**config.mk**
```make
export PLATFORM = sky130hd
export DESIGN_NAME = acs_sequencer
export DESIGN_NICKNAME = d
export VERILOG_FILES = /design/src/acs_pkg.sv /design/src/acs_pin_sync.sv /design/src/acs_sequencer.sv
export SDC_FILE = /design/constraint.sdc
export NUM_CORES = 1
export LEC_CHECK = 0
export BUFFER_PORTS_ARGS = -buffer_cell sky130_fd_sc_hd__clkbuf_2
export CORE_MARGIN = 2
export CORE_UTILIZATION = 52
export CTS_CLUSTER_DIAMETER = 80
export DETAILED_ROUTE_END_ITERATION = 10
export PLACE_DENSITY = 0.77
export SLEW_MARGIN = 25
export SYNTH_ARGS = -nofsm -noshare
export SYNTH_HDL_FRONTEND = slang
export SYNTH_SLANG_ARGS = --single-unit
```
**constraint.sdc**
```tcl
create_clock -name i_clk -period 4.8 [get_ports i_clk]
set_input_delay 1.44 -clock i_clk [delete_from_list [all_inputs] [get_ports i_clk]]
set_output_delay 1.44 -clock i_clk [all_outputs]
set_load 0.005 [all_outputs]
```
**src/acs_pkg.sv**
```systemverilog
// Shared constants, types and helpers for the conversion sequencer
package acs_pkg;

	// Clocking: SAR clock derived from the system clock
	localparam int SYS_CLK_MHZ = 100;
	localparam int SAR_CLK_MHZ = 25;
	localparam int SAR_DIV = SYS_CLK_MHZ / SAR_CLK_MHZ;

	// Converter widths
	localparam int RES_BITS = 10;
	localparam int ACC_W = 16;

	// Fixed tracking added by the track mode select, in SAR clocks
	localparam logic [7:0] TRACK4_TICKS = 8'h04;

	// Lowest converted bit index per resolution, and the MSB index
	localparam logic [3:0] LSB_IDX_10 = 4'h0;
	localparam logic [3:0] LSB_IDX_8 = 4'h2;
	localparam logic [3:0] MSB_IDX = 4'h9;

	// Start source select encodings
	localparam logic [1:0] SRC_SW = 2'h0;
	localparam logic [1:0] SRC_TIMER = 2'h1;
	localparam logic [1:0] SRC_PIN = 2'h2;

	// Reset values
	localparam logic [ACC_W-1:0] ACC_RST = 16'h0000;
	localparam logic [7:0] BYTE_RST = 8'h00;

	typedef enum logic [2:0] {
		ST_IDLE,
		ST_PWRUP,
		ST_TRACK,
		ST_CONV
	} acs_state_e;

	typedef struct packed {
		logic [1:0] start_source_select;
		logic track_mode_select;
		logic burst_enable_bit;
		logic converter_on_bit;
		logic eight_bit_mode_bit;
		logic [4:0] powerup_delay_field;
		logic [5:0] burst_track_time_field;
		logic [2:0] repeat_sel;
	} acs_cfg_s;

	typedef struct packed {
		logic [7:0] result_high_byte;
		logic [7:0] result_low_byte;
	} acs_result_s;

	// Repeat select to number of conversions: 1,4,8,16,32,64
	function automatic logic [6:0] acs_rpt_count(input logic [2:0] sel);
		case (sel)
			3'h1: acs_rpt_count = 7'h04;
			3'h2: acs_rpt_count = 7'h08;
			3'h3: acs_rpt_count = 7'h10;
			3'h4: acs_rpt_count = 7'h20;
			3'h5: acs_rpt_count = 7'h40;
			default: acs_rpt_count = 7'h01;
		endcase
	endfunction : acs_rpt_count

endpackage : acs_pkg

```
**src/acs_pin_sync.sv**
```systemverilog
// Three-flop synchroniser with agreement check and rising edge detect
`timescale 1ns/100ps
`default_nettype none
module acs_pin_sync (
	// Clock and reset
	input wire logic i_clk,
	input wire logic i_sys_rst,
	input wire logic i_ce,
	// Pin
	input wire logic i_pin,
	// Filtered level and edge
	output logic o_level,
	output logic o_rise
);
	logic s1_q;
	logic s2_q;
	logic s3_q;
	logic lvl_q;
	logic rise_q;

	always_ff @(posedge i_clk) begin
		if (i_sys_rst) begin
			s1_q <= 1'b0;
			s2_q <= 1'b0;
			s3_q <= 1'b0;
		end else if (i_ce) begin
			s1_q <= i_pin;
			s2_q <= s1_q;
			s3_q <= s2_q;
		end
	end

	// Level changes only once the last two stages agree
	always_ff @(posedge i_clk) begin
		if (i_sys_rst) begin
			lvl_q <= 1'b0;
			rise_q <= 1'b0;
		end else if (i_ce) begin
			rise_q <= 1'b0;
			if (s2_q == s3_q) begin
				lvl_q <= s3_q;
				rise_q <= s3_q & ~lvl_q;
			end
		end
	end

	assign o_level = lvl_q;
	assign o_rise = rise_q;

endmodule : acs_pin_sync
`default_nettype wire

```
**src/acs_sequencer.sv**
```systemverilog
// Conversion sequencer: start sources, tracking, SAR, burst, results
`timescale 1ns/100ps
`default_nettype none
//////////////////////////////////////////////////////////////////////////////
// Function
// - Software busy write starts a conversion
// - Timer overflow starts a conversion
// - External pin rising edge starts a conversion
// - Completion posts result and sets done
// - Busy high during conversion, low after
// - Mode zero tracks continuously, converts at once
// - Mode one internal starts: four SAR clocks track
// - Pin with mode one: track while low
// - Burst from power down waits powerup delay
// - Burst already powered: first track by mode
// - Burst later conversions wait burst track time
// - Burst with mode one adds four clocks
// - Burst wakes, accumulates repeat samples, sleeps
// - Starts during a busy burst are ignored
// - Burst enable bit one selects burst
// - Converter on bit sets burst idle power
// - Burst: one start, repeat conversions
// - Done only after repeat count accumulated
// - Window compare only after full accumulation
// - Eight bit mode: low bits zero
module acs_sequencer
	import acs_pkg::*;
#(
	parameter int DIV = SAR_DIV
) (
	// Clock, reset, enable
	input wire logic i_clk,
	input wire logic i_sys_rst,
	input wire logic i_ce,
	// Configuration
	input wire acs_cfg_s i_cfg,
	input wire logic [ACC_W-1:0] i_win_hi,
	input wire logic [ACC_W-1:0] i_win_lo,
	// Start sources
	input wire logic i_busy_wr,
	input wire logic i_timer_ovf,
	input wire logic i_external_start_pin,
	// Software clear of flags
	input wire logic i_done_clr,
	// Analog converter side
	input wire logic i_cmp_above,
	output logic [RES_BITS-1:0] o_dac_code,
	output logic o_track,
	output logic o_power_on,
	// Status and result
	output logic o_conversion_busy_bit,
	output logic o_conversion_done_flag,
	output logic o_win_flag,
	output acs_result_s o_result
);
	//////////////////////////////////////////////////////////////////////////
	acs_state_e st_q;
	acs_state_e st_d;
	logic [7:0] wait_q;
	logic [7:0] wait_d;
	logic [7:0] div_q;
	logic tick;
	logic [RES_BITS-1:0] sar_q;
	logic [3:0] idx_q;
	logic [3:0] lsb_idx;
	logic [RES_BITS-1:0] trial_bit;
	logic [RES_BITS-1:0] conv_code;
	logic [6:0] cnt_q;
	logic [6:0] rpt;
	logic [ACC_W-1:0] acc_q;
	logic [ACC_W-1:0] acc_next;
	logic pin_lvl;
	logic pin_rise;
	logic start_evt;
	logic accept;
	logic conv_end;
	logic post;
	logic load_conv;
	logic pwr_q;
	logic track_q;
	logic done_q;
	logic win_q;
	acs_result_s res_q;

	// Pin crosses into the clock domain; spacing rule keeps edges visible
	acs_pin_sync u_pin_sync (
		.i_clk(i_clk),
		.i_sys_rst(i_sys_rst),
		.i_ce(i_ce),
		.i_pin(i_external_start_pin),
		.o_level(pin_lvl),
		.o_rise(pin_rise)
	);

	//////////////////////////////////////////////////////////////////////////
	// SAR clock tick; stands in for the separate burst oscillator
	always_ff @(posedge i_clk) begin
		if (i_sys_rst) begin
			div_q <= 8'h00;
		end else if (i_ce) begin
			if (div_q == 8'(DIV - 1)) begin
				div_q <= 8'h00;
			end else begin
				div_q <= div_q + 8'h01;
			end
		end
	end
	assign tick = (div_q == 8'(DIV - 1));

	//////////////////////////////////////////////////////////////////////////
	// Start decode
	always_comb begin
		case (i_cfg.start_source_select)
			SRC_SW: start_evt = i_busy_wr;
			SRC_TIMER: start_evt = i_timer_ovf;
			SRC_PIN: start_evt = pin_rise;
			default: start_evt = 1'b0;
		endcase
	end
	// Any start while busy is dropped, burst or not
	assign accept = start_evt && (st_q == ST_IDLE);

	assign rpt = acs_rpt_count(i_cfg.repeat_sel);
	assign lsb_idx = i_cfg.eight_bit_mode_bit ? LSB_IDX_8 : LSB_IDX_10;
	assign trial_bit = RES_BITS'(1) << idx_q;
	assign conv_code = sar_q | (i_cmp_above ? trial_bit : '0);
	assign acc_next = acc_q + ACC_W'(conv_code);
	assign conv_end = (st_q == ST_CONV) && tick && (idx_q == lsb_idx);
	assign post = conv_end && ((cnt_q + 7'h01) == rpt);

	//////////////////////////////////////////////////////////////////////////
	// Sequencer
	always_comb begin
		st_d = st_q;
		wait_d = wait_q;
		load_conv = 1'b0;
		case (st_q)
			ST_IDLE: begin
				if (accept) begin
					if (i_cfg.burst_enable_bit && !pwr_q) begin
						st_d = ST_PWRUP;
						wait_d = 8'(i_cfg.powerup_delay_field) + 8'h01;
					end else if (i_cfg.track_mode_select &&
							(i_cfg.burst_enable_bit ||
							i_cfg.start_source_select != SRC_PIN)) begin
						st_d = ST_TRACK;
						wait_d = TRACK4_TICKS;
					end else begin
						st_d = ST_CONV;
						load_conv = 1'b1;
					end
				end
			end
			ST_PWRUP: begin
				if (tick && wait_q == 8'h01) begin
					if (i_cfg.track_mode_select) begin
						st_d = ST_TRACK;
						wait_d = TRACK4_TICKS;
					end else begin
						st_d = ST_CONV;
						load_conv = 1'b1;
					end
				end else if (tick) begin
					wait_d = wait_q - 8'h01;
				end
			end
			ST_TRACK: begin
				if (tick && wait_q == 8'h01) begin
					st_d = ST_CONV;
					load_conv = 1'b1;
				end else if (tick) begin
					wait_d = wait_q - 8'h01;
				end
			end
			ST_CONV: begin
				if (conv_end) begin
					if (post || !i_cfg.burst_enable_bit) begin
						st_d = ST_IDLE;
					end else begin
						st_d = ST_TRACK;
						wait_d = 8'(i_cfg.burst_track_time_field) + 8'h01 +
							(i_cfg.track_mode_select ? TRACK4_TICKS : 8'h00);
					end
				end
			end
			default: begin
				st_d = ST_IDLE;
			end
		endcase
	end

	always_ff @(posedge i_clk) begin
		if (i_sys_rst) begin
			st_q <= ST_IDLE;
			wait_q <= 8'h00;
		end else if (i_ce) begin
			st_q <= st_d;
			wait_q <= wait_d;
		end
	end

	//////////////////////////////////////////////////////////////////////////
	// Successive approximation, MSB first
	always_ff @(posedge i_clk) begin
		if (i_sys_rst) begin
			sar_q <= '0;
			idx_q <= MSB_IDX;
		end else if (i_ce) begin
			if (load_conv) begin
				sar_q <= '0;
				idx_q <= MSB_IDX;
			end else if (st_q == ST_CONV && tick) begin
				sar_q <= conv_code;
				if (idx_q != lsb_idx) begin
					idx_q <= idx_q - 4'h1;
				end
			end
		end
	end
	// Eight-bit mode stops early, so bits 1:0 stay zero
	assign o_dac_code = (st_q == ST_CONV) ? (sar_q | trial_bit) : '0;

	//////////////////////////////////////////////////////////////////////////
	// Accumulation across the repeat count
	always_ff @(posedge i_clk) begin
		if (i_sys_rst) begin
			acc_q <= ACC_RST;
			cnt_q <= 7'h00;
		end else if (i_ce) begin
			if (post) begin
				acc_q <= ACC_RST;
				cnt_q <= 7'h00;
			end else if (conv_end) begin
				acc_q <= acc_next;
				cnt_q <= cnt_q + 7'h01;
			end
		end
	end

	//////////////////////////////////////////////////////////////////////////
	// Result posting and flags; a new event beats a clear
	always_ff @(posedge i_clk) begin
		if (i_sys_rst) begin
			res_q <= '{result_high_byte: BYTE_RST, result_low_byte: BYTE_RST};
		end else if (i_ce && post) begin
			if (i_cfg.eight_bit_mode_bit && rpt == 7'h01) begin
				res_q.result_high_byte <= conv_code[9:2];
				res_q.result_low_byte <= BYTE_RST;
			end else begin
				res_q <= acc_next;
			end
		end
	end

	always_ff @(posedge i_clk) begin
		if (i_sys_rst) begin
			done_q <= 1'b0;
			win_q <= 1'b0;
		end else if (i_ce) begin
			done_q <= post | (done_q & ~i_done_clr);
			win_q <= (post && (acc_next > i_win_hi || acc_next < i_win_lo)) |
				(win_q & ~i_done_clr);
		end
	end

	//////////////////////////////////////////////////////////////////////////
	// Power and track outputs
	always_ff @(posedge i_clk) begin
		if (i_sys_rst) begin
			pwr_q <= 1'b0;
			track_q <= 1'b0;
		end else if (i_ce) begin
			// Burst idle power follows the converter on bit
			pwr_q <= (st_d != ST_IDLE) | i_cfg.converter_on_bit;
			case (st_d)
				ST_TRACK: track_q <= 1'b1;
				ST_IDLE: begin
					if (i_cfg.burst_enable_bit) begin
						track_q <= i_cfg.converter_on_bit;
					end else if (!i_cfg.track_mode_select) begin
						track_q <= 1'b1;
					end else begin
						track_q <= (i_cfg.start_source_select == SRC_PIN) &&
							!pin_lvl;
					end
				end
				default: track_q <= 1'b0;
			endcase
		end
	end

	assign o_power_on = pwr_q;
	assign o_track = track_q;
	assign o_conversion_busy_bit = (st_q != ST_IDLE);
	assign o_conversion_done_flag = done_q;
	assign o_win_flag = win_q;
	assign o_result = res_q;
endmodule : acs_sequencer
`default_nettype wire

```
**Yosys cells after proc, flatten, opt, wreduce, memory -nomap -nowiden**

Cells that the tools add are included.

- Register bits: 81
- Input bits: 60
- Word-level logic and storage cells: 142

- Add/subtract/negate cells: 8
- $lt $le $gt $ge: 2
- Equal/unequal tests: 25
- Shifts and indexed selects: 1
- Multiplexer cells: 47
- Bitwise operators: 10
- Reduce and logical (&&, ||, !) cells: 31

Operators with widths:

| operator | count |
|---|---|
| 2-to-1 mux 8 bit | 10 |
| 2-to-1 mux 16 bit | 3 |
| 2-to-1 mux 10 bit | 4 |
| case mux 7 bit (5 select lines) | 1 |
| case mux 8 bit (4 select lines) | 1 |
| OR 10 bit | 2 |
| adder 16 x 10 -> 16 bit | 1 |
| > comparator 16 bit | 1 |
| less-than comparator 16 bit | 1 |
| == test 3 x 2 -> 1 bit, second input constant | 5 |
| 2-to-1 mux 3 bit | 5 |
| 2-to-1 mux 7 bit | 2 |
| 2-to-1 mux 4 bit | 3 |
| case mux 3 bit (4 select lines) | 1 |
| logical AND 1 bit | 11 |
| 2-to-1 mux 1 bit | 11 |
| inequality test 2 bit, second input constant | 5 |
| << shifter 1 x 4 -> 10 bit, first input constant | 1 |
| adder 7 x 3 -> 8 bit | 1 |
| adder 8 x 1 -> 8 bit, second input constant | 1 |
| == test 8 x 1 -> 1 bit, second input constant | 1 |
| == test 8 x 2 -> 1 bit, second input constant | 1 |
| AND reduction 8 bit | 1 |
| subtractor 8 x 1 -> 8 bit, second input constant | 1 |
| 30 further kinds | 50 |

**Depth between registers and ports, before layout**

- Word-level depth: 10
- Depth in mapped cells: 21

**Cells and area by module**

A second synthesis with hierarchy kept.

- Cells, all modules: 750
- Area total of the unflattened synthesis: 5863.1 µm²

Modules (own cells, without submodules):

| module | times used | cells an instance | area each (µm²) | seq. area each (µm²) |
|---|---|---|---|---|
| acs_sequencer | 1 | 730 | 5645.4 | 1521.5 |
| acs_pin_sync | 1 | 20 | 217.7 | 100.1 |

**Least setup slack after synthesis**

OpenSTA, ideal clock, no wires.

- Path type: input to register
- From: in i_cmp_above
- To: reg win_q (netlist: o_win_flag)
- Arrival: 4.742 ns
- Required time: 4.670 ns
- Setup slack: -0.073 ns
- Cell stages on the path: 18
- Path through: clkbuf_1 clkbuf_1 a31o_2 ha_1 inv_1 fa_1 nor2b_1 o31a_1 o2111ai_1 a21oi_1 xor2_1 ha_1 nor2b_1 o21ai_0 o21ai_0 a211o_1 a22oi_1 o31ai_1

- Longest elaborated chain between the ends: 7
- Elaborated cells between the ends (all ways): 8
- Classes of those cells: add/sub (1); order compare (2); mux (1); bitwise (2); reduce/logical (2)

RTL lines:

| what | line | text |
|---|---|---|
| start, declared | acs_sequencer.sv:46 | `input wire logic i_cmp_above,` |
| 2-to-1 mux 10 bit (*) | acs_sequencer.sv:126 | `assign conv_code = sar_q \| (i_cmp_above ? trial_bit : '0);` |
| OR 10 bit (*) | acs_sequencer.sv:126 |  |
| adder 16 x 10 -> 16 bit (*) | acs_sequencer.sv:127 | `assign acc_next = acc_q + ACC_W'(conv_code);` |
| > comparator 16 bit / less-than comparator 16 bit (equally long branches) | acs_sequencer.sv:261 | `win_q <= (post && (acc_next > i_win_hi \|\| acc_next < i_win_lo)) \|` |
| logical OR 1 bit (*) | acs_sequencer.sv:261 |  |
| logical AND 1 bit (*) | acs_sequencer.sv:261 |  |
| OR 1 bit (*) | acs_sequencer.sv:261 |  |
| end signal, assigned | acs_sequencer.sv:261 |  |
| end, declared | acs_sequencer.sv:82 | `logic win_q;` |

Mark *: on every way between the ends. The rest lies on a longest branch, timed or not.
A chain may end at the register's enable or synchronous reset.

**Worst setup path in the final report**

Same ends and word-level chain as after synthesis.

==> reports/qor.txt <==
Status - finished clean
Critical Path Slowest Stage Cell - o2111ai_1
Residual DRC count - 0
GRT Total Usage - 27.2%
GP Congestion - 0.897
Switch share - 28.4%
Routed Antenna Nets - 0
Synth unique cells - 69
Fmax achieved - 0.221 GHz
Sequential-to-total area share from yosys stat - 28.4%
First-iteration detailed-routing DRC count - 467
Synth top area cells - dfxtp_1 (28%), ha_1 (12%), nor2_1 (4.5%), a21oi_1 (4.2%), inv_1 (4.1%)
Pre-antenna DRT Iters - 5
Clock power share - 35.8%
Core box area - 0.0108 sq mm
VDD IR max - 0.221 mV
Longest Clk Path Bufs - 2
Sw power - 0.399 mW
Crit Path Max Fanout - 11
Comb pwr share - 14.8%
Worst EP arrival - 4.76 ns
Max incr delay on CP - 0.34 ns
Syn_nets - 841
Data required, critical path - 5.04 ns
Post-synthesis cell area - 0.00572 sq mm
Hold Vio Cnt, Final - 0
Final worst-path cycle share - 94.2%
CP Launch Type - input pin
Yosys top cell by area - dfxtp_1
CP Cell Sequence - clkbuf_2, a31o_2, ha_1, inv_1, fa_1, nor2b_1, o31a_1, o2111ai_1, nand2_1, xor2_1, ha_1, nand2_1, nor2_1, a211oi_1, o21ai_0, a211o_1, a22oi_1, o31ai_1
Clock-pin slew on the worst setup and hold paths - 0.08 ns
Cts bufs inserted - 9
Period minus WS final - 4.52 ns
Clock skew - 0.0118 ns
Synth Area in XOR/XNOR - 5.67%
CP Buf/Inv Count - 2
Via count - 5810
Pint - 1.00 mW
Inst Count DP - 949
Ys async rst share - 0%
Cell area after layout - 0.00659 sq mm
Area share of fa/ha/maj cells after synthesis - 12.4%
Post-synthesis mux area share - 1.23%
H-tree Lvls - 3
DP Area - 0.00639 sq mm
Gr ovfl total - 0
Worst Tran Pin Value - 0.884 ns
Vias in the first global route - 5478
Largest net degree at the start of global routing - 29
WL final - 15500 um
Initial antenna violation count - 0
Max-cap viol count - 0
Synth Flop Type - dfxtp_1
Layout cells sized above 1 - 18.3%
Root Driver - clkbuf_8
Hold Path Class - register to register
Post-Layout Cell Count - 965
Area share of and/or/nand/nor cells after synthesis - 20.5%
Port Buffers - 90
Share of the synthesized area in the top cell type - 28.4%
Critical path's top delay family - compound AO/OA/AOI/OAI gates
Die width - 109 um
IO Pins - 91
Area delta synth->final - 15.2%
Post-synthesis compound-gate area fraction - 25.5%
Crit end category - register
RSZ-0062 raised after global routing - false
HPWL Detailed - 12100 um
Post-Syn Area per Cell - 7.89 sq um
CTS tree - done
Final nets - 936
Die area - 0.0119 sq mm
Initial Util - 53.0%
Post-CTS setup buffer count - 0
Routed len/inst - 16.1 um
Post-synth EDFFs - 0
Latest clock arrival within the worst-skew pair - 0.37 ns
FP Rows - 38
First-pass GRT wire length - 25500 um
Cell leakage power - 3.08 nW
Critical path class - input pin to register
Synth Instances - 725
Pwr dens - 213 mW/mm^2
Post-DR vias/cell - 6.02
Max Slew Vio Count - 0
Slew HR - 40.6%
Antenna diodes - 0
FF+latch count, synth - 81
Yosys Warn Count - 0
Die H - 109 um
Clock sinks - 81
Share of power burned in registers - 49.5%
Largest family of logic cells by synthesized area - compound AO/OA/AOI/OAI gates
# fillers - 970
Final setup fails - 0
==> logic make-up after synthesis <==
kind of cell,count (synthesis)
simple gates,237
fa+ha+maj,56
flops,81
buf+inv,93
compound gates,214
xor+xnor,37
mux,7
==> worst reg2reg max path, stage by stage, from the launching register on <==
cell,delay [ns]
dfxtp_1,0.42
nor2b_1,0.53
a31o_2,0.29
ha_1,0.25
a2111o_1,0.46
o2111ai_1,0.34
nand2_1,0.17
xor2_1,0.27
ha_1,0.28
nand2_1,0.09
nor2_1,0.06
a211oi_1,0.23
o21ai_0,0.12
a211o_1,0.27
a22oi_1,0.17
o31ai_1,0.08
==> Yosys cell counts (12+ instances only) <==
| cell type | instances |
|---|---|
| clkbuf_1 | 18 |
| o21ai_0 | 37 |
| nand3_1 | 36 |
| nor3_1 | 19 |
| inv_1 | 63 |
| a31oi_1 | 16 |
| dfxtp_1 | 81 |
| nor2_1 | 69 |
| a21oi_1 | 48 |
| xor2_1 | 21 |
| xnor2_1 | 16 |
| nand2_1 | 50 |
| ha_1 | 55 |
| a31o_2 | 12 |
==> layout make-up <==
type                            instances  area (sq um)  share of cell area (%)
Multi-Input combinational cell        551          3740                    56.8
Timing Repair Buffer                  113           623                    9.46
Tap cell                              140           175                    2.66
Clock inverter                          4          53.8                   0.817
Inverter                               64           240                    3.65
Sequential cell                        81          1620                    24.6
Clock buffer                           12           135                    2.05
==> cells in the final DEF, fill, tap and decap left out, types with 4 or more instances in the layout <==
master,synthesis,layout
a211oi_1,8,8
clkbuf_8,0,9
o21a_1,5,5
a31o_2,12,12
or3_1,7,7
inv_1,63,63
nor4_1,6,6
and2_1,6,6
a21o_1,9,9
nand2b_1,4,4
nand4_1,9,9
nand2_1,50,50
nand3_1,36,36
clkbuf_2,0,90
a31oi_1,16,16
and3_1,6,6
mux2i_1,7,7
o22ai_1,4,4
o211ai_1,11,11
xnor2_1,16,16
dfxtp_1,81,81
nor2_1,69,69
nor2b_1,6,6
a22oi_1,4,4
o21ai_1,6,6
o21ai_0,37,37
buf_4,0,23
or4_1,4,4
a22o_1,9,9
a21oi_1,48,48
o31ai_1,6,5
ha_1,55,55
nor3_1,19,19
o21bai_1,4,4
o2111ai_1,4,4
xor2_1,21,21
==> through the flow <==
stage	hold WS, ns	utilization, %	TNS, ns	power, mW	setup WS, ns
2_1_floorplan	0.432	-	0	0.843	0.0208
3_3_place_gp	0.439	59.2	0	0.904	0.103
3_5_place_dp	0.455	59.2	-0.123	0.913	-0.123
4_1_cts	0.468	61.0	0	1.41	0.261
5_1_grt	0.488	61.0	0	1.47	0.00380
6_report	0.466	61.0	0	1.40	0.277
==> sequential cells by signal (all words and copies together), names as in the netlist <==
signal,cells
idx_q,4
wait_q,8
cnt_q,7
div_q,8
u_pin_sync.s3_q,1
u_pin_sync.s1_q,1
sar_q,10
u_pin_sync.o_level,1
o_track,1
u_pin_sync.s2_q,1
u_pin_sync.o_rise,1
o_result,16
o_power_on,1
acc_q,16
o_conversion_done_flag,1
o_win_flag,1
st_q,3
==> power by group through the flow <==
| stage | Combinational, mW | Sequential (mW) | Clock (mW) |
|---|---|---|---|
| floorplan | 0.139 | 0.704 | 0 |
| global placement | 0.195 | 0.709 | 0 |
| detailed placement | 0.204 | 0.710 | 0 |
| CTS | 0.205 | 0.694 | 0.511 |
| global route | 0.230 | 0.696 | 0.540 |
| finish | 0.207 | 0.694 | 0.502 |
==> what timing repair did <==
item,CTS,global route
setup endpoints to repair,0,1
hold buffers,0,0
gates resized for setup,0,1
==> layer usage <==
layer  global-route usage [%]  up-vias  wire length (um)
met5                        0        -                 0
met4                     9.43        0               341
met3                     4.84       30               983
met2                     45.4      201              7440
met1                     35.1     2753              6740
li1                         -     2826                 -
==> worst paths after layout <==
path                    start     endpoint  slack, ns  cells after the start
setup reg to reg     idx_q[2]   o_win_flag       0.64                     15
hold reg to reg   o_result[3]  o_result[3]       0.47                      2
hold / removal    o_result[3]  o_result[3]       0.47                      2
setup / recovery  i_cmp_above   o_win_flag       0.28                     18
Note: power is estimated with default switching activity, not from simulation.
